`src/amis_defines.svh`:
```
`ifndef AMIS_DEFINES_SVH
`define AMIS_DEFINES_SVH

// register byte addresses
`define AMIS_ADDR_IN_MB0   8'h00
`define AMIS_ADDR_IN_MB3   8'h0C
`define AMIS_ADDR_OUT_MB0  8'h10
`define AMIS_ADDR_OUT_MB3  8'h1C
`define AMIS_ADDR_FLAGS    8'h20
`define AMIS_ADDR_INT_CS   8'h24
`define AMIS_ADDR_GEN_CS   8'h28

// interrupt control and status fields
`define AMIS_ICS_IN_IND    16
`define AMIS_ICS_OUT_IND   17
`define AMIS_ICS_OUT_EN    12
`define AMIS_ICS_OUT_SEL_H 11
`define AMIS_ICS_OUT_SEL_L 8
`define AMIS_ICS_IN_EN     4
`define AMIS_ICS_IN_SEL_H  3
`define AMIS_ICS_IN_SEL_L  0

// flag register fields
`define AMIS_FLG_EMPTY_H   31
`define AMIS_FLG_EMPTY_L   16
`define AMIS_FLG_FULL_H    15
`define AMIS_FLG_FULL_L    0

// general control: write one resets all mailbox flags
`define AMIS_GCS_FLAG_RST  0

// reset values
`define AMIS_RST_WORD      32'h0000_0000
`define AMIS_RST_FLAGS     16'h0000
`define AMIS_RST_SEL       4'h0
`endif

```
`src/amis_pkg.sv`:
```
package amis_pkg;

  // one request from the host-side port of the bridge
  typedef struct packed {
    logic        wr;
    logic        rd;
    logic        flag_rst;
    logic [1:0]  mbox;
    logic [3:0]  be;
    logic [31:0] data;
  } amis_host_req_t;

  typedef struct packed {
    logic [3:0][31:0] in_mb;
    logic [3:0][31:0] out_mb;
    logic [15:0]      in_full;
    logic [15:0]      out_full;
    logic             in_en;
    logic [3:0]       in_sel;
    logic             out_en;
    logic [3:0]       out_sel;
    logic             in_ind;
    logic             out_ind;
    logic             pready;
    logic             pslverr;
    logic [31:0]      prdata;
    logic             irq_n;
    logic [31:0]      host_rd_data;
  } amis_state_t;

endpackage

```
`src/amis_top.sv`:
```
// Added by the designer: register access over APB and the address map.
`timescale 1ns/1ps
`include "amis_defines.svh"

module amis_top #(
  parameter int ADDR_W   = 8,
  parameter int MBOX_CNT = 4
) (
  input  wire logic                     pclk,
  input  wire logic                     presetn,
  input  wire logic                     psel,
  input  wire logic                     penable,
  input  wire logic                     pwrite,
  input  wire logic [ADDR_W-1:0]        paddr,
  input  wire logic [31:0]              pwdata,
  input  wire logic [3:0]               pstrb,
  output logic                          pready,
  output logic                          pslverr,
  output logic [31:0]                   prdata,
  input  wire amis_pkg::amis_host_req_t host_req,
  output logic [31:0]                   host_rd_data,
  output logic                          irq_n
);
  import amis_pkg::*;

  // byte selects and flag indices assume four mailboxes of four bytes
  if (MBOX_CNT != 4) begin : g_chk_cnt
    $error("amis_top: MBOX_CNT must be 4");
  end
  if (ADDR_W < 8) begin : g_chk_addr
    $error("amis_top: ADDR_W too small for register map");
  end

  amis_state_t s_ff;
  amis_state_t nxt_s;

  // flag index of a byte: mailbox number then byte lane
  function automatic logic [3:0] fn_flag_idx(input logic [1:0] mbox,
                                             input logic [1:0] lane);
    fn_flag_idx = {mbox, lane};
  endfunction

  function automatic logic [7:0] fn_byte_addr(input logic [ADDR_W-1:0] a);
    fn_byte_addr = {a[7:2], 2'b00};
  endfunction

  function automatic logic [31:0] fn_merge(input logic [31:0] old,
                                           input logic [31:0] wd,
                                           input logic [3:0]  be);
    logic [31:0] r;
    r = old;
    for (int i = 0; i < 4; i++) begin
      if (be[i]) begin
        r[i*8 +: 8] = wd[i*8 +: 8];
      end
    end
    fn_merge = r;
  endfunction

  // one flag per byte: the mailbox number picks the nibble, the lane the bit
  function automatic logic [15:0] fn_mask(input logic [1:0] mbox,
                                          input logic [3:0] be);
    logic [15:0] m;
    m = 16'h0000;
    m[fn_flag_idx(mbox, 2'd0) +: 4] = be;
    fn_mask = m;
  endfunction

  // does a byte-enabled access touch the selected {mailbox, lane}
  function automatic logic fn_hit(input logic [1:0] mbox,
                                  input logic [3:0] be,
                                  input logic [3:0] sel);
    fn_hit = (mbox == sel[3:2]) && be[sel[1:0]];
  endfunction

  logic [7:0]  addr_b;
  logic        hi_zero;
  logic        setup;
  logic        access;
  logic        sel_in_mb;
  logic        sel_out_mb;
  logic        sel_flags;
  logic        sel_ics;
  logic        sel_gcs;
  logic        refuse;
  logic [1:0]  mb_idx;
  logic [31:0] ics_rd;
  logic [31:0] flags_rd;
  logic [31:0] rd_word;
  logic [3:0]  in_bit;
  logic [3:0]  out_bit;
  logic        loc_rd_in;
  logic        loc_wr_out;
  logic        loc_wr_ics;
  logic        flag_rst_any;
  logic        w1c_in;
  logic        w1c_out;
  logic        in_hit;
  logic        out_hit;
  logic [15:0] in_clr;
  logic [15:0] in_set;
  logic [15:0] out_clr;
  logic [15:0] out_set;

  always_comb begin
    addr_b     = fn_byte_addr(paddr);
    hi_zero    = (ADDR_W <= 8) ? 1'b1 : (paddr >> 8) == '0;
    setup      = psel & ~penable;
    access     = psel & penable & s_ff.pready;
    sel_in_mb  = hi_zero && addr_b >= `AMIS_ADDR_IN_MB0 && addr_b <= `AMIS_ADDR_IN_MB3;
    sel_out_mb = hi_zero && addr_b >= `AMIS_ADDR_OUT_MB0 && addr_b <= `AMIS_ADDR_OUT_MB3;
    sel_flags  = hi_zero && addr_b == `AMIS_ADDR_FLAGS;
    sel_ics    = hi_zero && addr_b == `AMIS_ADDR_INT_CS;
    sel_gcs    = hi_zero && addr_b == `AMIS_ADDR_GEN_CS;
    // incoming mailboxes and flags are read-only from this side
    refuse     = !(sel_in_mb || sel_out_mb || sel_flags || sel_ics || sel_gcs)
                 || (pwrite && (sel_in_mb || sel_flags));
    mb_idx     = addr_b[3:2];
    in_bit     = s_ff.in_sel;
    out_bit    = s_ff.out_sel;
  end

  // access-phase and far-side strobes; a refused write matches none of them
  always_comb begin
    loc_rd_in    = access && !pwrite && sel_in_mb;
    loc_wr_out   = access && pwrite && sel_out_mb;
    loc_wr_ics   = access && pwrite && sel_ics;
    flag_rst_any = (access && pwrite && sel_gcs && pwdata[`AMIS_GCS_FLAG_RST])
                   || host_req.flag_rst;
    w1c_out      = loc_wr_ics && pwdata[`AMIS_ICS_OUT_IND];
    w1c_in       = loc_wr_ics && pwdata[`AMIS_ICS_IN_IND] && !s_ff.in_full[in_bit];
    in_hit       = host_req.wr && s_ff.in_en && fn_hit(host_req.mbox, host_req.be, in_bit);
    out_hit      = host_req.rd && s_ff.out_en && fn_hit(host_req.mbox, host_req.be, out_bit);
  end

  // clears and sets kept apart, so that a set in the same cycle wins
  always_comb begin
    in_clr  = 16'h0000;
    out_clr = 16'h0000;
    if (flag_rst_any) begin
      in_clr  = '1;
      out_clr = '1;
    end
    if (loc_rd_in) begin
      in_clr = in_clr | fn_mask(mb_idx, 4'hF);
    end
    // far-side read empties its bytes
    if (host_req.rd) begin
      out_clr = out_clr | fn_mask(host_req.mbox, host_req.be);
    end
    in_set  = host_req.wr ? fn_mask(host_req.mbox, host_req.be) : 16'h0000;
    out_set = loc_wr_out ? fn_mask(mb_idx, pstrb) : 16'h0000;
  end

  always_comb begin
    ics_rd = `AMIS_RST_WORD;
    ics_rd[`AMIS_ICS_IN_IND] = s_ff.in_ind;
    ics_rd[`AMIS_ICS_OUT_IND] = s_ff.out_ind;
    ics_rd[`AMIS_ICS_OUT_EN] = s_ff.out_en;
    ics_rd[`AMIS_ICS_OUT_SEL_H:`AMIS_ICS_OUT_SEL_L] = s_ff.out_sel;
    ics_rd[`AMIS_ICS_IN_EN] = s_ff.in_en;
    ics_rd[`AMIS_ICS_IN_SEL_H:`AMIS_ICS_IN_SEL_L] = s_ff.in_sel;
  end

  always_comb begin
    flags_rd = `AMIS_RST_WORD;
    flags_rd[`AMIS_FLG_EMPTY_H:`AMIS_FLG_EMPTY_L] = ~s_ff.out_full;
    flags_rd[`AMIS_FLG_FULL_H:`AMIS_FLG_FULL_L] = s_ff.in_full;
  end

  always_comb begin
    rd_word = `AMIS_RST_WORD;
    if (sel_in_mb) begin
      rd_word = s_ff.in_mb[mb_idx];
    end else if (sel_out_mb) begin
      rd_word = s_ff.out_mb[mb_idx];
    end else if (sel_flags) begin
      rd_word = flags_rd;
    end else if (sel_ics) begin
      rd_word = ics_rd;
    end
  end

  always_comb begin
    nxt_s = s_ff;

    // answer in the cycle after setup: one access cycle, no extra wait
    nxt_s.pready  = setup;
    nxt_s.pslverr = setup & refuse;
    // read data is taken at setup and stands until the next setup
    if (setup) begin
      nxt_s.prdata = rd_word;
    end

    nxt_s.in_full  = (s_ff.in_full & ~in_clr) | in_set;
    nxt_s.out_full = (s_ff.out_full & ~out_clr) | out_set;

    if (loc_wr_out) begin
      nxt_s.out_mb[mb_idx] = fn_merge(s_ff.out_mb[mb_idx], pwdata, pstrb);
    end

    // far side fills an incoming mailbox
    if (host_req.wr) begin
      nxt_s.in_mb[host_req.mbox] = fn_merge(s_ff.in_mb[host_req.mbox],
                                            host_req.data, host_req.be);
    end

    // far side drains an outgoing mailbox
    if (host_req.rd) begin
      nxt_s.host_rd_data = s_ff.out_mb[host_req.mbox];
    end

    if (loc_wr_ics) begin
      nxt_s.out_en  = pwdata[`AMIS_ICS_OUT_EN];
      nxt_s.out_sel = pwdata[`AMIS_ICS_OUT_SEL_H:`AMIS_ICS_OUT_SEL_L];
      nxt_s.in_en   = pwdata[`AMIS_ICS_IN_EN];
      nxt_s.in_sel  = pwdata[`AMIS_ICS_IN_SEL_H:`AMIS_ICS_IN_SEL_L];
    end

    // write one clears out_ind, and in_ind only once its selected incoming byte is empty; a new event wins
    nxt_s.in_ind  = (s_ff.in_ind & ~w1c_in) | in_hit;
    nxt_s.out_ind = (s_ff.out_ind & ~w1c_out) | out_hit;

    nxt_s.irq_n = ~((nxt_s.in_ind & nxt_s.in_en) | (nxt_s.out_ind & nxt_s.out_en));
  end

  always_ff @(posedge pclk or negedge presetn) begin
    if (!presetn) begin
      s_ff          <= '0;
      s_ff.irq_n    <= 1'b1;
      s_ff.in_sel   <= `AMIS_RST_SEL;
      s_ff.out_sel  <= `AMIS_RST_SEL;
      s_ff.in_full  <= `AMIS_RST_FLAGS;
      s_ff.out_full <= `AMIS_RST_FLAGS;
    end else begin
      s_ff <= nxt_s;
    end
  end

  assign pready       = s_ff.pready;
  assign pslverr      = s_ff.pslverr;
  assign prdata       = s_ff.prdata;
  assign host_rd_data = s_ff.host_rd_data;
  assign irq_n        = s_ff.irq_n;

endmodule
```
`config.mk`:
```
export PLATFORM = sky130hd
export DESIGN_NAME = amis_top
export DESIGN_NICKNAME = d
export VERILOG_FILES = /design/src/amis_pkg.sv /design/src/amis_top.sv
export VERILOG_INCLUDE_DIRS = /design/src /design/src/src
export SDC_FILE = /design/constraint.sdc
export NUM_CORES = 1
export LEC_CHECK = 0
export BUFFER_PORTS_ARGS = -buffer_cell sky130_fd_sc_hd__buf_4
export CAP_MARGIN = 20
export CORE_ASPECT_RATIO = 1.5
export CORE_MARGIN = 5
export CORE_UTILIZATION = 50
export CTS_BUF_LIST = sky130_fd_sc_hd__clkbuf_16
export DETAILED_ROUTE_END_ITERATION = 10
export PLACE_DENSITY = 0.77
export SLEW_MARGIN = 20
export SYNTH_ARGS = -nofsm -noshare
export SYNTH_HDL_FRONTEND = slang
export SYNTH_SLANG_ARGS = --single-unit
```
`constraint.sdc`:
```
create_clock -name pclk -period 2.2 [get_ports pclk]
set_input_delay 0.55 -clock pclk [delete_from_list [all_inputs] [get_ports pclk]]
set_output_delay 0.55 -clock pclk [all_outputs]
set_load 0.01 [all_outputs]
```
==> metrics.yaml <==
sta:
  fin_skew_ns: 0.0111
  drv_slew: 0
  worst_slew_pin_slew_ns: 0.873
  setup_viol: 0
  finalCriticalPeriod_ns: 2.06
  fin_setup_tns_ns: 0
  maxSlewHeadroom_pct: 41.6
  hold_viol_final: 0
  max_freq_mhz: 484
  fin_crit_sh_pct: 93.9
  rsz0062_at_grt: "false"
  hold_ws_ns: 0.284
grt:
  grt.overflow.total: 0
  gr-usage-all-layers_pct: 24.2
  antenna_found_initial: 2
  grtUsageMet3_pct: 4.60
  grt_pass1_wl_um: 79200
  grt.busiest_layer: "met2"
  grt_max_degree: 69
  grt_pass1_vias: 13937
  use_met1_pct: 31.5
  grt_use_met2_pct: 40.5
yosys:
  async_flop_share_pct: 100
  synth-edff-count: 0
  yosysSeqAreaShare_pct: 49.6
  synth_area_um2: 18500
  synth_most_common_cell: "dfrtp_1"
  synthFlopType: "dfrtp_1"
  synth.avg_cell_area_um2: 11.8
  synth_common_cells: "dfrtp_1, nand2_1, nor2_1"
  netlist.top_cell.by_area: "dfrtp_1"
  yosysWarnings: 0
  syn_inst: 1567
  syn_nets: 1667
  yosysUniqueCellTypes: 53
  synth.top_cell.area_share_pct: 49.4
  ys_ff_latch: 367
  synthTopCellsByArea: "dfrtp_1, mux4_2, mux2i_1"
clocking:
  cts_tree: "built"
  clkSinkCount: 367
  worstSkewPairLatency_ns: 0.53
  cts-buffers-inserted: 35
  h-tree-depth: 2
  clock_path_buffers: 3
  clk_pin_slew_ns: 0.06
  ctsResizeCount: 0
  root_buffer: "clkbuf_16"
floorplan:
  core_area_um2: 36700
  rows: 86
  die_h_um: 246
  die_w_um: 167
  start_util_pct: 50.5
  pin_count: 157
  die-area_um2: 41100
placed_design:
  postPlaceCellArea_um2: 20400
  dp_hpwl_um: 34700
  io_buffers: 154
  place.gp.congestion: 0.905
drt:
  firstDrtPassIters: 7
  drc: 0
  wl_um: 49300
  vias_per_cell: 6.15
  postRouteAntennaNets: 0
  drtIter0Drc: 1261
  via_count: 13397
  wl_per_cell_um: 22.7
power_and_ir_drop:
  pwr-share-clk_pct: 36.8
  power.density_nw_per_um2: 767
  switching_power_mw: 4.37
  power_mw: 16.5
  p_seq_share_pct: 47.2
  combPwrFrac_pct: 15.9
  p_int_mw: 12.2
  switching_share_pct: 26.4
  power.leakage_nw: 9.42
  ir_drop_mv: 0.494
critical_path:
  critical_path_required_ns: 2.65
  crit_top_cell: "buf_4"
  worstSetupEndpointType: "register"
  cp_slowest_stage_delay_ns: 0.67
  cp-start-kind: "primary input"
  crit_family: "simple AND/OR/NAND/NOR gates"
  critPathKind: "primary input to register"
  crit_chain: "buf_4 -> buf_12 -> ha_1 -> nand2_1 -> nor2_1 -> a222oi_1 -> buf_4 -> o21ai_1"
  arrival_ns: 2.52
  critical_path_buf_inv_count: 3
  worstPathMaxFanout: 12
  crit_slowest_cell: "nor2_1"
hold_path:
  hold_path_class: "primary input to register"
cells_and_area:
  area_growth_pct: 16.3
  fin_nets: 1766
  drive_gt1_share_pct: 30.3
  finish.instance_area_um2: 21600
outcome:
  outcome: "completed"
flow_run:
  drv_cap: 0
[sequential cells by signal, summed over array words and instances, names as in the netlist]
register,cells
s_ff,272
flags_rd,16
pslverr,1
in_bit,4
host_rd_data,32
out_bit,4
pready,1
ics_rd,4
irq_n,1
prdata,32
[cell type report]
class	instances	area, µm²
sequential	367	9190
multi-input combinational	1002	8350
timing repair buffer	253	2250
clock inverter	26	213
tap	484	606
fill	2836	15100
inverter	7	32.5
antenna	1	2.50
clock buffer	37	926
[layer usage]
layer / up-vias / part of all wire, % / wire length, µm
met3: 118 / 7.1 / 3520
met4: 2 / 3.9 / 1950
li1: 5880 / - / -
met5: - / 0.014 / 7
met1: 6755 / 38 / 18900
met2: 642 / 50 / 24900
[through the flow]
| step | utilization (%) | worst slack [ns] | instances |
|---|---|---|---|
| 3_5_place_dp | 55.6 | -0.366 | 2112 |
| 3_3_place_gp | 55.6 | -0.226 | 2112 |
| 4_1_cts | 58.7 | 0.172 | 2176 |
| 6_report | 58.8 | 0.135 | 2177 |
| 2_1_floorplan | - | 0.000828 | 1567 |
| 5_1_grt | 58.8 | 0.0464 | 2177 |
[placed cells by master, fill, tap and decap left out, types with 3 or more instances in the layout]
cell	n
nand2_1	169
a222oi_1	10
buf_4	224
o21a_1	14
bufinv_16	4
a22o_1	17
and3_1	3
ha_1	7
o221ai_1	14
o21ai_1	12
buf_12	27
nor2_1	141
mux4_2	133
nor3_1	3
a21oi_1	135
dfrtp_1	366
a21oi_2	4
clkbuf_16	37
a32o_1	17
nand3_2	5
and4_1	3
and2_2	4
mux2i_1	87
mux2_2	53
clkinv_2	5
o21ai_0	135
nor4_2	3
inv_1	12
clkinv_1	9
[power groups by stage]
stage               clock (mW)  combinational (mW)  sequential [mW]
floorplan                    0                1.76             7.76
global placement             0                2.54             7.84
detailed placement           0                2.62             7.92
CTS                       6.17                2.64             7.79
global route              6.46                2.89             7.88
finish                    6.09                2.64             7.81
[kinds of logic after synthesis]
kind of cell	synth area share, %
compound gates	11.7
flops	49.6
simple gates	7.93
mux	24.2
buf+inv	5.73
fa+ha+maj	0.675
xor+xnor	0.189
[what timing repair did]
item	CTS	global route
hold endpoints to repair	37	0
setup buffers	0	0
setup endpoints to repair	0	0
hold buffers	1	0
[worst paths after layout]
check                                       from                     end  slack [ns]  cells past startpoint
hold / removal                         pwdata[2]   in_bit[2]$_DFFE_PN0N_        0.28                      2
hold reg to reg            prdata[7]$_DFFE_PN0P_   prdata[7]$_DFFE_PN0P_        0.48                      2
min in group asynchronous                presetn   s_ff[309]$_DFFE_PN0P_        0.53                      2
setup reg to reg           in_bit[0]$_DFFE_PN0N_         irq_n$_DFF_PN1_        0.23                      5
setup / recovery                        paddr[2]  prdata[11]$_DFFE_PN0P_        0.14                      8
max in group asynchronous                presetn         irq_n$_DFF_PN1_        0.93                      3
(Power assumes the default switching activity.)
